File: config.mk
export PLATFORM = sky130hd
export DESIGN_NAME = fpf_pcs
export DESIGN_NICKNAME = d
export VERILOG_FILES = /design/src/rtl/fpf_pkg.sv /design/src/rtl/fpf_pcs.sv
export SDC_FILE = /design/constraint.sdc
export NUM_CORES = 1
export LEC_CHECK = 0
export ABC_AREA = 0
export BUFFER_PORTS_ARGS = -buffer_cell sky130_fd_sc_hd__buf_2
export CAP_MARGIN = 5
export CORE_AREA = 2 2 91 136
export DETAILED_ROUTE_END_ITERATION = 10
export DIE_AREA = 0 0 93 138
export MAX_ROUTING_LAYER = met4
export PLACE_DENSITY = 0.79
export SKIP_CTS_REPAIR_TIMING = 1
export SYNTH_ARGS = -nofsm -noshare
export SYNTH_HDL_FRONTEND = slang
export SYNTH_SLANG_ARGS = --single-unit
export TNS_END_PERCENT = 10
File: constraint.sdc
create_clock -name clk_sys -period 5.4 [get_ports clk_sys]
set_input_delay 1.08 -clock clk_sys [delete_from_list [all_inputs] [get_ports clk_sys]]
set_output_delay 1.08 -clock clk_sys [all_outputs]
set_load 0.01 [all_outputs]
File: src/rtl/fpf_pkg.sv
// Constants, code groups and register map for the fiber-capable coding block.
package fpf_pkg;
   // ----------------------------------------------------------------------
   // Register map and fields
   // ----------------------------------------------------------------------
   localparam logic [7:0]  OFS_BASIC_CTRL   = 8'h00;
   localparam logic [7:0]  OFS_PHY_CTRL     = 8'h04;
   localparam logic [7:0]  OFS_STATUS       = 8'h08;
   localparam logic [15:0] BASIC_CTRL_RST   = 16'h1100;
   localparam logic [15:0] PHY_CTRL_RST     = 16'h0000;
   localparam int          BCR_AN_EN_BIT    = 12;
   localparam int          BCR_DUPLEX_BIT   = 8;
   localparam int          BCR_FEF_DIS_BIT  = 2;
   localparam int          PCR_FEF_DIS_BIT  = 12;
   localparam int          PCR_MDIX_DIS_BIT = 10;
   localparam int          PCR_FLOW_EN_BIT  = 4;
   // ----------------------------------------------------------------------
   // Timing and line constants
   // ----------------------------------------------------------------------
   localparam int          BIT_DIV_DEF      = 1;
   localparam logic [6:0]  FEF_ONES         = 7'h54;
   localparam logic [10:0] LFSR_SEED        = 11'h7_FF;
   localparam logic [3:0]  LOCK_BITS        = 4'hB;
   // ----------------------------------------------------------------------
   // Code groups
   // ----------------------------------------------------------------------
   localparam logic [4:0]  SYM_IDLE         = 5'h1F;
   localparam logic [4:0]  SYM_J            = 5'h18;
   localparam logic [4:0]  SYM_K            = 5'h11;
   localparam logic [4:0]  SYM_T            = 5'h0D;
   localparam logic [4:0]  SYM_R            = 5'h07;
   localparam logic [9:0]  SYM_JK           = 10'h311;

   typedef enum logic [2:0] {TX_IDLE, TX_J, TX_K, TX_DATA, TX_T} fpf_tx_t;

   function automatic logic [4:0] enc_4b5b(input logic [3:0] n);
      logic [4:0] c;
      c = 5'h1E;
      unique case (n)
         4'h0: c = 5'h1E;  4'h1: c = 5'h09;  4'h2: c = 5'h14;  4'h3: c = 5'h15;
         4'h4: c = 5'h0A;  4'h5: c = 5'h0B;  4'h6: c = 5'h0E;  4'h7: c = 5'h0F;
         4'h8: c = 5'h12;  4'h9: c = 5'h13;  4'hA: c = 5'h16;  4'hB: c = 5'h17;
         4'hC: c = 5'h1A;  4'hD: c = 5'h1B;  4'hE: c = 5'h1C;  4'hF: c = 5'h1D;
      endcase
      return c;
   endfunction : enc_4b5b

   // Returns {valid, nibble}; any group outside the data set is invalid.
   function automatic logic [4:0] dec_4b5b(input logic [4:0] c);
      logic [4:0] r;
      r = 5'h00;
      for (int i = 0; i < 16; i++) begin
         if (enc_4b5b(4'(i)) == c) begin
            r = {1'b1, 4'(i)};
         end
      end
      return r;
   endfunction : dec_4b5b
endpackage : fpf_pkg

File: src/rtl/fpf_pcs.sv
// Fast Ethernet coding chain with fiber bypass and far-end-fault handling.
//
// Contract
// - Transmit: serialise, 4B/5B code, scramble, NRZ to NRZI, then MLT3.
// - MAC nibbles leave as a serial stream, one bit per bit slot.
// - Receive: MLT3 to NRZI, recover, NRZI to NRZ, descramble, decode.
// - Bit timing is recovered from NRZI transitions and drives NRZ conversion.
// - Descrambled stream is 4B/5B decoded and handed to MAC as nibbles.
// - Scrambler is an eleven-bit linear feedback shift register.
// - Scrambler sequence repeats only after 2047 bits.
// - Descrambler uses the same sequence as the transmit scrambler.
// - Fiber mode bypasses scrambler, descrambler and MLT3 in both directions.
// - Fiber mode forces auto-negotiation off and crossover disabled.
// - Far-end fault raised when signal detect is false in fiber mode.
// - During fault, idle carries 84 ones then one zero, repeatedly.
// - Fault handling on after reset; either control bit disables it.
// - Signal detect decodes to no fiber, fiber with fault, fiber with signal.
// - Signal detect held high gives fiber mode and never a fault.
// - Short-wave fiber is forced: no negotiation, 100 Mbit/s, set duplex.
// - Forced fiber full duplex with flow control may send PAUSE frames.
// - Forced and negotiation settings live in the two port-1 registers.
//
// Implementation choices: the address-and-strobe port and the register offsets.
`timescale 1ns/1ps
module fpf_pcs #(
   parameter int BIT_DIV = fpf_pkg::BIT_DIV_DEF
) (
   input  wire logic        clk_sys,
   input  wire logic        reset,
   input  wire logic [7:0]  reg_addr,
   input  wire logic [15:0] reg_wdata,
   input  wire logic        reg_wr,
   input  wire logic        reg_rd,
   output logic      [15:0] reg_rdata,
   input  wire logic        tx_en,
   input  wire logic [3:0]  txd,
   output logic             tx_nibble_take,
   output logic             rx_dv,
   output logic      [3:0]  rxd,
   output logic             rx_nibble_valid,
   output logic             rx_code_err,
   input  wire logic        sd_above_low,
   input  wire logic        sd_above_high,
   input  wire logic        fiber_mode_select,
   input  wire logic        line_rx_fiber,
   input  wire logic        line_rx_pos,
   input  wire logic        line_rx_neg,
   output logic             line_tx_fiber,
   output logic             line_tx_pos,
   output logic             line_tx_neg,
   output logic             an_enable,
   output logic             mdix_enable,
   output logic             speed_100,
   output logic             full_duplex,
   output logic             pause_enable,
   output logic             far_end_fault
);
   // ----------------------------------------------------------------------
   // Pin synchronisers
   // ----------------------------------------------------------------------
   logic [5:0] pin_meta_reg;
   logic [5:0] pin_sync_reg;
   always_ff @(posedge clk_sys or posedge reset) begin
      if (reset) begin
         pin_meta_reg <= 6'h00;
         pin_sync_reg <= 6'h00;
      end else begin
         pin_meta_reg <= {sd_above_low, sd_above_high, fiber_mode_select,
                          line_rx_fiber, line_rx_pos, line_rx_neg};
         pin_sync_reg <= pin_meta_reg;
      end
   end
   wire sd_low_s  = pin_sync_reg[5];
   wire sd_high_s = pin_sync_reg[4];
   wire sel_s     = pin_sync_reg[3];
   wire rxf_s     = pin_sync_reg[2];
   wire rxp_s     = pin_sync_reg[1];
   wire rxn_s     = pin_sync_reg[0];

   // ----------------------------------------------------------------------
   // Registers
   // ----------------------------------------------------------------------
   logic [15:0] port1_basic_ctrl_reg;
   logic [15:0] port1_phy_ctrl_reg;
   logic [15:0] status_word;
   wire sel_bcr  = reg_addr == fpf_pkg::OFS_BASIC_CTRL;
   wire sel_pcr  = reg_addr == fpf_pkg::OFS_PHY_CTRL;
   wire sel_stat = reg_addr == fpf_pkg::OFS_STATUS;
   wire [15:0] rd_mux = sel_bcr  ? port1_basic_ctrl_reg :
                        sel_pcr  ? port1_phy_ctrl_reg :
                        sel_stat ? status_word : 16'h0000;
   always_ff @(posedge clk_sys or posedge reset) begin
      if (reset) begin
         port1_basic_ctrl_reg <= fpf_pkg::BASIC_CTRL_RST;
         port1_phy_ctrl_reg   <= fpf_pkg::PHY_CTRL_RST;
         reg_rdata            <= 16'h0000;
      end else begin
         if (reg_wr && sel_bcr) port1_basic_ctrl_reg <= reg_wdata;
         if (reg_wr && sel_pcr) port1_phy_ctrl_reg <= reg_wdata;
         if (reg_rd) reg_rdata <= rd_mux;
      end
   end

   // ----------------------------------------------------------------------
   // Mode decode
   // ----------------------------------------------------------------------
   // The analog three-level detect arrives as two comparator outputs.
   wire fiber_active = sd_low_s;
   wire signal_ok    = sd_low_s & sd_high_s;
   wire sx_forced    = signal_ok & ~sel_s;
   wire fef_en = ~port1_basic_ctrl_reg[fpf_pkg::BCR_FEF_DIS_BIT] &
                 ~port1_phy_ctrl_reg[fpf_pkg::PCR_FEF_DIS_BIT];
   assign far_end_fault = fiber_active & ~signal_ok & fef_en;
   assign an_enable   = ~fiber_active &
                        port1_basic_ctrl_reg[fpf_pkg::BCR_AN_EN_BIT];
   assign mdix_enable = ~fiber_active &
                        ~port1_phy_ctrl_reg[fpf_pkg::PCR_MDIX_DIS_BIT];
   assign speed_100   = 1'b1;
   assign full_duplex = port1_basic_ctrl_reg[fpf_pkg::BCR_DUPLEX_BIT];
   assign pause_enable = full_duplex &
                         port1_phy_ctrl_reg[fpf_pkg::PCR_FLOW_EN_BIT];

   // ----------------------------------------------------------------------
   // Bit slot divider
   // ----------------------------------------------------------------------
   // At the default the bit rate equals the clock; the chip clocks this
   // block from the line rate, so no fractional divide is needed.
   logic [7:0] div_reg;
   wire bit_en = div_reg == 8'(BIT_DIV - 1);
   always_ff @(posedge clk_sys or posedge reset) begin
      if (reset) div_reg <= 8'h00;
      else div_reg <= bit_en ? 8'h00 : div_reg + 8'h01;
   end

   // ----------------------------------------------------------------------
   // Transmit framing and 4B/5B coding
   // ----------------------------------------------------------------------
   fpf_pkg::fpf_tx_t tx_st_reg, tx_st_next;
   logic [4:0] sym_reg, sym_next;
   logic [2:0] bit_cnt_reg;
   logic       idle_sym_reg, idle_sym_next;
   logic       take_next;
   wire sym_load = bit_en && bit_cnt_reg == 3'h4;
   always_comb begin
      tx_st_next    = tx_st_reg;
      sym_next      = fpf_pkg::SYM_IDLE;
      idle_sym_next = 1'b0;
      take_next     = 1'b0;
      unique case (tx_st_reg)
         fpf_pkg::TX_IDLE: begin
            if (tx_en) begin
               sym_next   = fpf_pkg::SYM_J;
               tx_st_next = fpf_pkg::TX_J;
            end else begin
               idle_sym_next = 1'b1;
            end
         end
         fpf_pkg::TX_J: begin
            sym_next   = fpf_pkg::SYM_K;
            tx_st_next = fpf_pkg::TX_K;
         end
         fpf_pkg::TX_K, fpf_pkg::TX_DATA: begin
            if (tx_en) begin
               sym_next   = fpf_pkg::enc_4b5b(txd);
               take_next  = 1'b1;
               tx_st_next = fpf_pkg::TX_DATA;
            end else begin
               sym_next   = fpf_pkg::SYM_T;
               tx_st_next = fpf_pkg::TX_T;
            end
         end
         fpf_pkg::TX_T: begin
            sym_next   = fpf_pkg::SYM_R;
            tx_st_next = fpf_pkg::TX_IDLE;
         end
      endcase
   end
   assign tx_nibble_take = sym_load & take_next;
   always_ff @(posedge clk_sys or posedge reset) begin
      if (reset) begin
         tx_st_reg    <= fpf_pkg::TX_IDLE;
         sym_reg      <= fpf_pkg::SYM_IDLE;
         idle_sym_reg <= 1'b1;
         bit_cnt_reg  <= 3'h0;
      end else if (bit_en) begin
         bit_cnt_reg <= sym_load ? 3'h0 : bit_cnt_reg + 3'h1;
         if (sym_load) begin
            tx_st_reg    <= tx_st_next;
            sym_reg      <= sym_next;
            idle_sym_reg <= idle_sym_next;
         end else begin
            sym_reg <= {sym_reg[3:0], 1'b0};
         end
      end
   end

   // ----------------------------------------------------------------------
   // Far-end-fault idle pattern
   // ----------------------------------------------------------------------
   logic [6:0] ones_cnt_reg;
   wire fef_zero = idle_sym_reg & far_end_fault &
                   ones_cnt_reg == fpf_pkg::FEF_ONES;
   wire nrz_bit  = sym_reg[4] & ~fef_zero;
   always_ff @(posedge clk_sys or posedge reset) begin
      if (reset) ones_cnt_reg <= 7'h00;
      else if (bit_en) begin
         if (!idle_sym_reg || !nrz_bit) ones_cnt_reg <= 7'h00;
         else if (ones_cnt_reg != fpf_pkg::FEF_ONES)
            ones_cnt_reg <= ones_cnt_reg + 7'h01;
      end
   end

   // ----------------------------------------------------------------------
   // Scrambler, NRZI and MLT3
   // ----------------------------------------------------------------------
   logic [10:0] tx_lfsr_reg;
   logic        nrzi_reg;
   logic [1:0]  mlt_ph_reg;
   wire tx_ks   = tx_lfsr_reg[10] ^ tx_lfsr_reg[8];
   wire scr_bit = fiber_active ? nrz_bit : nrz_bit ^ tx_ks;
   always_ff @(posedge clk_sys or posedge reset) begin
      if (reset) begin
         tx_lfsr_reg <= fpf_pkg::LFSR_SEED;
         nrzi_reg    <= 1'b0;
         mlt_ph_reg  <= 2'h0;
      end else if (bit_en) begin
         tx_lfsr_reg <= {tx_lfsr_reg[9:0], tx_ks};
         nrzi_reg    <= nrzi_reg ^ scr_bit;
         if (scr_bit) mlt_ph_reg <= mlt_ph_reg + 2'h1;
      end
   end
   assign line_tx_fiber = nrzi_reg;
   assign line_tx_pos   = ~fiber_active & mlt_ph_reg == 2'h1;
   assign line_tx_neg   = ~fiber_active & mlt_ph_reg == 2'h3;

   // ----------------------------------------------------------------------
   // Receive clock recovery and NRZI to NRZ
   // ----------------------------------------------------------------------
   logic [1:0] rx_lvl_prev_reg;
   logic [7:0] rc_cnt_reg;
   logic       trans_seen_reg;
   // MLT3 collapses to an NRZI level change test; fiber is NRZI already.
   wire [1:0] rx_lvl = fiber_active ? {1'b0, rxf_s} : {rxp_s, rxn_s};
   wire rx_trans  = rx_lvl != rx_lvl_prev_reg;
   wire rx_strobe = rc_cnt_reg == 8'(BIT_DIV / 2);
   wire rx_bit    = trans_seen_reg | rx_trans;
   always_ff @(posedge clk_sys or posedge reset) begin
      if (reset) begin
         rx_lvl_prev_reg <= 2'h0;
         rc_cnt_reg      <= 8'h00;
         trans_seen_reg  <= 1'b0;
      end else begin
         rx_lvl_prev_reg <= rx_lvl;
         if (rx_trans || rc_cnt_reg == 8'(BIT_DIV - 1))
            rc_cnt_reg <= 8'h00;
         else
            rc_cnt_reg <= rc_cnt_reg + 8'h01;
         trans_seen_reg <= rx_strobe ? 1'b0 : rx_bit;
      end
   end

   // ----------------------------------------------------------------------
   // Descrambler
   // ----------------------------------------------------------------------
   // Locks on idle, which is all ones in clear. Eleven bits in a row must
   // match its own prediction, so line fill after reset cannot lock it.
   logic [10:0] rx_lfsr_reg;
   logic [3:0]  lock_cnt_reg;
   wire rx_locked = lock_cnt_reg == fpf_pkg::LOCK_BITS;
   wire rx_ks     = rx_lfsr_reg[10] ^ rx_lfsr_reg[8];
   wire ks_match  = rx_ks == ~rx_bit;
   wire desc_bit  = fiber_active ? rx_bit : rx_bit ^ rx_ks;

   // ----------------------------------------------------------------------
   // Receive alignment and 4B/5B decode
   // ----------------------------------------------------------------------
   logic [9:0] rx_hist_reg;
   logic [2:0] rx_bcnt_reg;
   logic       in_frame_reg;
   wire [9:0] hist_next = {rx_hist_reg[8:0], desc_bit};
   wire [4:0] dec       = fpf_pkg::dec_4b5b(hist_next[4:0]);
   wire sym_done  = rx_strobe & in_frame_reg & rx_bcnt_reg == 3'h4;
   wire is_end    = hist_next[4:0] == fpf_pkg::SYM_T;
   wire bad_sym   = sym_done & ~is_end & ~dec[4];
   wire rx_ready  = fiber_active | rx_locked;
   always_ff @(posedge clk_sys or posedge reset) begin
      if (reset) begin
         rx_lfsr_reg     <= 11'h000;
         lock_cnt_reg    <= 4'h0;
         rx_hist_reg     <= 10'h000;
         rx_bcnt_reg     <= 3'h0;
         in_frame_reg    <= 1'b0;
         rx_dv           <= 1'b0;
         rxd             <= 4'h0;
         rx_nibble_valid <= 1'b0;
         rx_code_err     <= 1'b0;
      end else begin
         rx_nibble_valid <= 1'b0;
         rx_code_err     <= bad_sym;
         if (rx_strobe) begin
            if (!rx_locked) begin
               rx_lfsr_reg  <= {rx_lfsr_reg[9:0], ~rx_bit};
               lock_cnt_reg <= ks_match ? lock_cnt_reg + 4'h1 : 4'h0;
            end else begin
               rx_lfsr_reg <= {rx_lfsr_reg[9:0], rx_ks};
            end
            if (bad_sym) lock_cnt_reg <= 4'h0;
            rx_hist_reg <= hist_next;
            rx_bcnt_reg <= rx_bcnt_reg == 3'h4 ? 3'h0 : rx_bcnt_reg + 3'h1;
            if (!in_frame_reg && rx_ready &&
                hist_next == fpf_pkg::SYM_JK) begin
               in_frame_reg <= 1'b1;
               rx_bcnt_reg  <= 3'h0;
               rx_dv        <= 1'b1;
            end else if (sym_done) begin
               if (is_end || bad_sym) begin
                  in_frame_reg <= 1'b0;
                  rx_dv        <= 1'b0;
               end else begin
                  rxd             <= dec[3:0];
                  rx_nibble_valid <= 1'b1;
               end
            end
         end
      end
   end

   assign status_word = {10'h000, rx_dv, rx_ready, sx_forced,
                         far_end_fault, signal_ok, fiber_active};
endmodule : fpf_pcs

==> Yosys cells after proc, flatten, opt, wreduce, memory -nomap -nowiden <==
Memories as Yosys holds them, arrays and structs flattened.
Index checks and enable logic that the tools add are counted.
{ "word_totals": {"ff_bits": 146, "rom_bits": 80, "input_bits": 39, "out_inout_bits": 33, "n_memories": 1, "elab_cells": 183} }
{ "classes": {"muxes": 52, "n_eq_ne": 35, "bitwise": 37, "addsub": 7, "n_reduce_logical": 26} }
{ "memory_table": {"columns": ["memory", "words", "word_bits", "rd", "rd_clocked_by_memory_dff", "wr", "line", "rtl"], "rows": [
  ["(no name shown)", 16, 5, 1, 0, 0, "fpf_pkg.sv:39", "unique case (n)"]
]} }
{ "op_table": {"columns": ["op", "count"], "rows": [
  ["2-to-1 mux 5 bit", 18],
  ["equality test 5 bit, first input constant", 11],
  ["2-to-1 mux 16 bit", 2],
  ["equality test 4 x 5 -> 1 bit, first input constant", 5],
  ["logical NOT 8 bit", 3],
  ["one-hot mux 5 bit (4 select lines)", 1],
  ["bitwise AND 1 bit", 18],
  ["2-to-1 mux 3 bit", 6],
  ["adder 8 x 1 -> 8 bit, second input constant", 2],
  ["2-to-1 mux 8 bit", 2],
  ["2-to-1 mux 1 bit", 15],
  ["2-to-1 mux 7 bit", 2],
  ["2-to-1 mux 4 bit", 3],
  ["inverter 1 bit", 12],
  ["one-hot mux 3 bit (4 select lines)", 1],
  ["equality test 10 bit, second input constant", 1],
  ["equality test 3 bit, second input constant", 3],
  ["equality test 8 x 3 -> 1 bit, second input constant", 1],
  ["equality test 8 x 4 -> 1 bit, second input constant", 1],
  ["AND reduction 2 bit", 4],
  ["adder 7 x 1 -> 7 bit, second input constant", 1],
  ["equality test 7 bit, second input constant", 1],
  ["inequality test 7 bit, second input constant", 1],
  ["adder 3 x 1 -> 3 bit, second input constant", 2],
  ["24 further kinds", 41]
]} }

==> Depth between registers and ports, before layout <==
Gate-level depths: netlist (run 1).
{ "depth": {"word_depth": 29, "ltp_mapped": 8, "ltp_nobuf": 8} }

==> Worst setup path before layout (run 1) <==
Ideal clock, no wire load.
{ "synth_timing": {"path_kind": "in2out", "start": "input port tx_en", "end": "output port tx_nibble_take", "stages": 3, "path_slack_ns": 2.635, "required_time_ns": 4.320, "arrival_ns": 1.685, "path_cell_list": "clkbuf_1 -> nand2_1 -> nor3_1"} }
{ "synth_between": {"elab_chain_cells": 3} }
{ "synth_lines": {"columns": ["element", "line", "rtl"], "rows": [
  ["start, declared", "fpf_pcs.sv:35", "input wire logic tx_en,"],
  ["2-to-1 mux 1 bit", "fpf_pcs.sv:163", "if (tx_en) begin"],
  ["2-to-1 mux 1 bit", "fpf_pcs.sv:149", "unique case (tx_st_reg)"],
  ["bitwise AND 1 bit", "fpf_pcs.sv:178", "assign tx_nibble_take = sym_load & take_next;"],
  ["end, declared", "fpf_pcs.sv:37", "output logic tx_nibble_take,"]
]} }
No other way between the ends.

==> Worst setup path in the final report (run 1) <==
{ "layout_timing": {"start": "register div_reg[4]", "end": "output port tx_nibble_take"} }
{ "layout_between": {"elab_chain_cells": 3} }
{ "layout_lines": {"columns": ["element", "line", "rtl"], "rows": [
  ["start, declared", "fpf_pcs.sv:128", "logic [7:0] div_reg;"],
  ["start signal, assigned", "fpf_pcs.sv:132", "else div_reg <= bit_en ? 8'h00 : div_reg + 8'h01;"],
  ["logical NOT 8 bit", "fpf_pcs.sv:129", "wire bit_en = div_reg == 8'(BIT_DIV - 1);"],
  ["logical AND 1 bit", "fpf_pcs.sv:143", "wire sym_load = bit_en && bit_cnt_reg == 3'h4;"],
  ["bitwise AND 1 bit", "fpf_pcs.sv:178", null]
]} }
No other way between the ends.

==> results of run 1 <==
[power by group through the flow]
stage	combinational (mW)	clock (mW)	sequential [mW]
3_5_place_dp	0.385	0	1.32
5_1_grt	0.435	1.25	1.32
3_3_place_gp	0.364	0	1.32
4_1_cts	0.388	1.20	1.31
6_report	0.383	1.18	1.31
2_1_floorplan	0.320	0	1.28
[stage by stage]
step                total power [mW]  setup WS (ns)
finish                         2.876          1.775
global route                   3.008          1.545
CTS                            2.890          1.759
detailed placement             1.709          2.218
global placement               1.680          2.342
floorplan                      1.600         0.4285
[layout make-up]
class                      count  area share [%]
tap                          153           2.467
multi-input combinational    450           36.39
sequential                   146           47.38
inverter                      23           1.177
timing repair buffer          74           4.901
clock buffer                  22           5.981
clock inverter                10           1.709
[Yosys cell counts, types with 2 or more instances]
cell type / instances
a211o_1: 2
a21o_1: 2
a21oi_1: 24
a221oi_1: 2
a22o_1: 2
a22oi_1: 10
a31oi_1: 2
and3_1: 9
buf_1: 2
buf_2: 6
buf_6: 2
clkbuf_1: 19
dfrtp_1: 127
dfstp_2: 19
ha_1: 13
inv_1: 23
mux2_2: 34
mux2i_1: 8
nand2_1: 124
nand2b_1: 4
nand3_1: 24
nand3b_1: 2
nand4_1: 5
nor2_1: 58
nor2b_1: 6
nor3_1: 11
nor3b_1: 4
nor4_1: 2
o2111ai_1: 5
o211ai_1: 7
o21ai_0: 19
o22ai_1: 6
o32ai_1: 2
or2_2: 2
xnor2_1: 14
xor2_1: 16
[metal layers]
| layer | up-vias | GRT usage [%] | routed length, um |
|---|---|---|---|
| li1 | 2346 | - | - |
| met1 | 2473 | 27.56 | 5546 |
| met2 | 131 | 40.35 | 7633 |
| met3 | 35 | 5.559 | 606 |
| met4 | 0 | 10.14 | 375 |
| met5 | - | - | 0 |
[placed cells by master (no fill, tap or decap), drive strengths merged, types with 13 or more instances in the layout]
cell    instances
o21ai          20
dfstp          19
nand2         124
mux2           35
nor2           58
nand3          24
a21oi          24
inv            23
xnor2          15
buf            74
dfrtp         127
clkbuf         22
ha             13
xor2           17
[path summary, 6_finish.rpt]
kind	from	end	slack, ns	cells past startpoint
setup / recovery	div_reg[4]$_DFF_PP0_	tx_nibble_take	1.78	5
hold / removal	pin_meta_reg[3]$_DFF_PP0_	pin_sync_reg[3]$_DFF_PP0_	0.35	0
setup reg to reg	pin_sync_reg[5]$_DFF_PP0_	rxd[0]$_DFFE_PP0P_	2.57	6
hold reg to reg	pin_meta_reg[3]$_DFF_PP0_	pin_sync_reg[3]$_DFF_PP0_	0.35	0
max in group asynchronous	reset	rx_hist_reg[7]$_DFFE_PP0P_	3.43	3
min in group asynchronous	reset	rc_cnt_reg[7]$_DFF_PP0_	0.84	2
[kinds of logic (layout without fill, tap and decap cells)]
family / Yosys count / count (layout) / synth area share, %
other: 1 / 1 / 0.05575
adders and majority gates: 13 / 13 / 2.418
muxes: 43 / 43 / 7.106
and+or+nand+nor: 266 / 266 / 18.73
DFF: 146 / 146 / 54.67
buffers and inverters: 53 / 129 / 3.348
xor gates and xnor gates: 32 / 32 / 4.390
AOI/OAI and AO/OA: 95 / 95 / 9.282
==> impl_metrics.yaml, run 1 <==
outcome:
  run_status: "finished clean"
pwr:
  pwr-share-clk_pct: 41.2
  seq_power_share_pct: 45.5
  comb_power_share_pct: 13.3
  leakage_nw: 3.680
  p_int_mw: 2.121
  p_sw_mw: 0.7542
  cellPowerDensity_mw_per_mm2: 370.5
  swShare_pct: 26.23
  peakVddDrop_mv: 0.2670
timing:
  fin_crit_ns: 3.625
  fin_skew_ns: 0.007725
  rsz0062_at_grt: "false"
  fin_tns_setup_ns: 0
  setup_viol: 0
  relSlewSlack_pct: 36.51
  achievable-frequency_mhz: 275.9
  finalHoldViolCount: 0
  fin_crit_sh_pct: 67.13
  hold_ws_ns: 0.3501
  worstMarginPinSlew_ns: 0.9523
  final_max_slew_viol_count: 0
critical_path:
  cp-end-kind: "primary output"
  path_max_fanout: 22
  cp.arrival_ns: 2.54
  slowest_stage: "and3_1"
  worst_path_largest_cell_delay_ns: 0.75
  cp_cell_sequence: "nor4_1 -> and3_1 -> nand3_1 -> nor3_1 -> buf_2"
  cp_num_buf_inv: 1
  crit_family: "simple AND/OR/NAND/NOR gates"
  crit_type: "register to primary output"
  required_ns: 4.32
  cp-start-kind: "register"
route:
  via_per_inst: 5.678
  finalWirelength_um: 14160
  drc_errors: 0
  ant_nets: 0
  first_iter_violations: 306
  vias: 4985
  first_pass_iters: 5
  wire_per_inst_um: 16.13
cells_and_area:
  area_delta_synth_final_pct: 15.38
  fillCellCount: 897
  antennaDiodeCount: 0
  layout-drive-gt1-share_pct: 23.45
  nets: 764
  multi_input_area_mm2: 0.002824
  stdcell_count: 878
  post-route-util_pct: 65.93
  design_area_mm2: 0.007761
  seqCellArea_mm2: 0.003677
hold_path:
  hp-class: "register to register"
clock_tree:
  cts_buffers: 17
  htreeDepth: 4
  cts_tree: "yes"
  clk_pin_slew_ns: 0.06
  insertion_delay_ns: 0.42
  clockBufferDepth: 2
  cts.sink_count: 146
  cts-root-buf: "clkbuf_16"
global_route:
  grt_overflow: 0
  grt_antenna_before_repair: 0
  grt_pass1_wl_um: 23790
  grt_max_degree: 110
  grt_usage_pct: 24.07
  grt_pass1_vias: 5158
synth:
  ys_seq_area_share_pct: 54.67
  synthArstFlopShare_pct: 100.0
  synth_seq_cells: 146
  ys.flop_type: "dfrtp_1"
  synth_cell_types: 68
  yosysWarnings: 0
  synth_edf_count: 0
  synth.largest_area_cell: "dfrtp_1"
  syn_nets: 701
  avgSynthCellArea_um2: 10.36
  synth.cell_area_mm2: 0.006726
  synthCells: 649
  netlist_top_cells_area: "dfrtp_1 (47%), dfstp_2 (7.4%), nand2_1 (6.9%)"
  synth_top_area_share_pct: 47.25
placed_design:
  gp_congestion: 0.8312
  dp_hpwl_um: 9384
  placedCellCount: 846
  io_buffer_count: 70
  postPlaceCellArea_mm2: 0.007164
flow_run:
  maxCapViolations: 0
floorplan:
  dieArea_mm2: 0.01283
  coreArea_mm2: 0.01177
  ioPinCount: 72
  initial_core_util_pct: 57.14
  rows: 49
  fp.dieW_um: 93
  die_h_um: 138
Note: power is estimated with default switching activity, not from simulation.
==> run 2, diff against run 1 <==
CORE_AREA = 2 2 95 143   (was 2 2 91 136)
DIE_AREA = 0 0 97 145   (was 0 0 93 138)
PLACE_DENSITY = 0.75   (was 0.79)
clock period = 3 ns   (was 5.4 ns; I/O delays follow)
==> impl_metrics.yaml, run 2 (synthesis results as in run 1) <==
outcome:
  run_status: "finished clean"
route:
  wire_per_inst_um: 15.18
  first_iter_violations: 264
  first_pass_iters: 4
  drc_errors: 0
  ant_nets: 0
  finalWirelength_um: 13540
  vias: 4962
  via_per_inst: 5.563
floorplan:
  fp.dieW_um: 97
  dieArea_mm2: 0.01407
  coreArea_mm2: 0.01283
  rows: 51
  die_h_um: 145
  ioPinCount: 72
  initial_core_util_pct: 52.44
critical_path:
  cp-start-kind: "register"
  required_ns: 2.40
  crit_type: "register to primary output"
  cp-end-kind: "primary output"
  path_max_fanout: 4
  cp.arrival_ns: 1.95
timing:
  achievable-frequency_mhz: 391.5
  rsz0062_at_grt: "false"
  fin_crit_sh_pct: 85.14
  fin_tns_setup_ns: 0
  fin_skew_ns: 0.007948
  finalHoldViolCount: 0
  setup_viol: 0
  worstMarginPinSlew_ns: 0.7646
  relSlewSlack_pct: 48.91
  final_max_slew_viol_count: 0
  fin_crit_ns: 2.554
clock_tree:
  clk_pin_slew_ns: 0.06
  cts-root-buf: "clkbuf_16"
  clockBufferDepth: 2
  cts_buffers: 17
  htreeDepth: 4
  cts.sink_count: 146
  insertion_delay_ns: 0.42
  cts_tree: "yes"
global_route:
  grt_antenna_before_repair: 1
  met2_usage_pct: 36.84
  grt_pass1_wl_um: 23920
  grtUsageMet3_pct: 4.576
  grt_overflow: 0
  grt_most_used_layer: "met2"
  use_met1_pct: 23.54
  grt_max_degree: 92
  grt_usage_pct: 21.23
  grt_pass1_vias: 5245
flow_run:
  maxCapViolations: 0
pwr:
  cellPowerDensity_mw_per_mm2: 639.9
  leakage_nw: 3.701
  seq_power_share_pct: 47.1
  comb_power_share_pct: 14.0
  pwr-share-clk_pct: 39.0
  p_sw_mw: 1.405
  peakVddDrop_mv: 0.4847
  swShare_pct: 28.10
  p_int_mw: 3.594
placed_design:
  dp_hpwl_um: 9426
  gp_congestion: 0.8790
  postPlaceCellArea_mm2: 0.007253
  io_buffer_count: 70
cells_and_area:
  seqCellArea_mm2: 0.003677
  multi_input_area_mm2: 0.002829
  layout_common_cells: "dfrtp_1 (127), nand2_1 (124), buf_2 (70)"
  area_delta_synth_final_pct: 16.13
  fillCellCount: 1011
  layout-drive-gt1-share_pct: 24.59
  nets: 771
  final_common_cell: "dfrtp_1"
  design_area_mm2: 0.007811
  post-route-util_pct: 60.90
hold_path:
  hp-class: "input port to async pin"
[run 2: routing by layer]
metal / part of all wire [%] / vias up
li1: - / 2361
met1: 39 / 2448
met2: 54 / 129
met3: 4.3 / 24
met4: 2.5 / 0
met5: 0 / -
[run 2: power groups by stage]
stage	combinational, mW	clock [mW]	sequential, mW
after floorplan	0.577	0	2.30
after global placement	0.669	0	2.37
after detailed placement	0.707	0	2.38
after CTS	0.710	2.00	2.35
after global routing	0.806	2.10	2.38
final	0.697	1.95	2.35
[run 2: final timing paths]
path | start | endpoint | slack, ns | cells after the start
worst max-delay path | div_reg[4]$_DFF_PP0_ | tx_nibble_take | 0.45 | 5
worst min-delay path | reset | div_reg[3]$_DFF_PP0_ | 0.08 | 2
worst max register to register | lock_cnt_reg[0]$_DFFE_PP0P_ | rxd[0]$_DFFE_PP0P_ | 0.62 | 7
worst min register to register | pin_meta_reg[5]$_DFF_PP0_ | pin_sync_reg[5]$_DFF_PP0_ | 0.35 | 0
max in group asynchronous | reset | port1_basic_ctrl_reg[8]$_DFFE_PP1P_ | 2.20 | 3
min in group clk_sys | fiber_mode_select | pin_meta_reg[3]$_DFF_PP0_ | 0.29 | 1
[run 2: metrics by stage]
stage	hold slack, ns	cells	power, mW	setup WS (ns)
CTS	0.07302	891	5.055	0.4378
global placement	0.3391	859	3.035	0.7169
global route	0.08023	892	5.291	0.3231
finish	0.08214	892	4.998	0.4458
detailed placement	0.3401	859	3.086	0.6556
floorplan	0.3312	649	2.881	0.5825
[run 2: layout make-up]
class | count | share of cell area (%)
sequential | 146 | 47.08
multi-input combinational | 450 | 36.22
timing repair buffer | 81 | 5.863
clock buffer | 20 | 5.847
tap | 159 | 2.547
clock inverter | 12 | 1.265
inverter | 23 | 1.153
antenna | 1 | 0.03204
[run 2: worst max-delay path: stages (launching register included)]
cell and delay (ns):
dfrtp_1 0.42, nor4_1 0.38, and3_1 0.24, nand3_1 0.16
nor3_1 0.19, buf_2 0.15
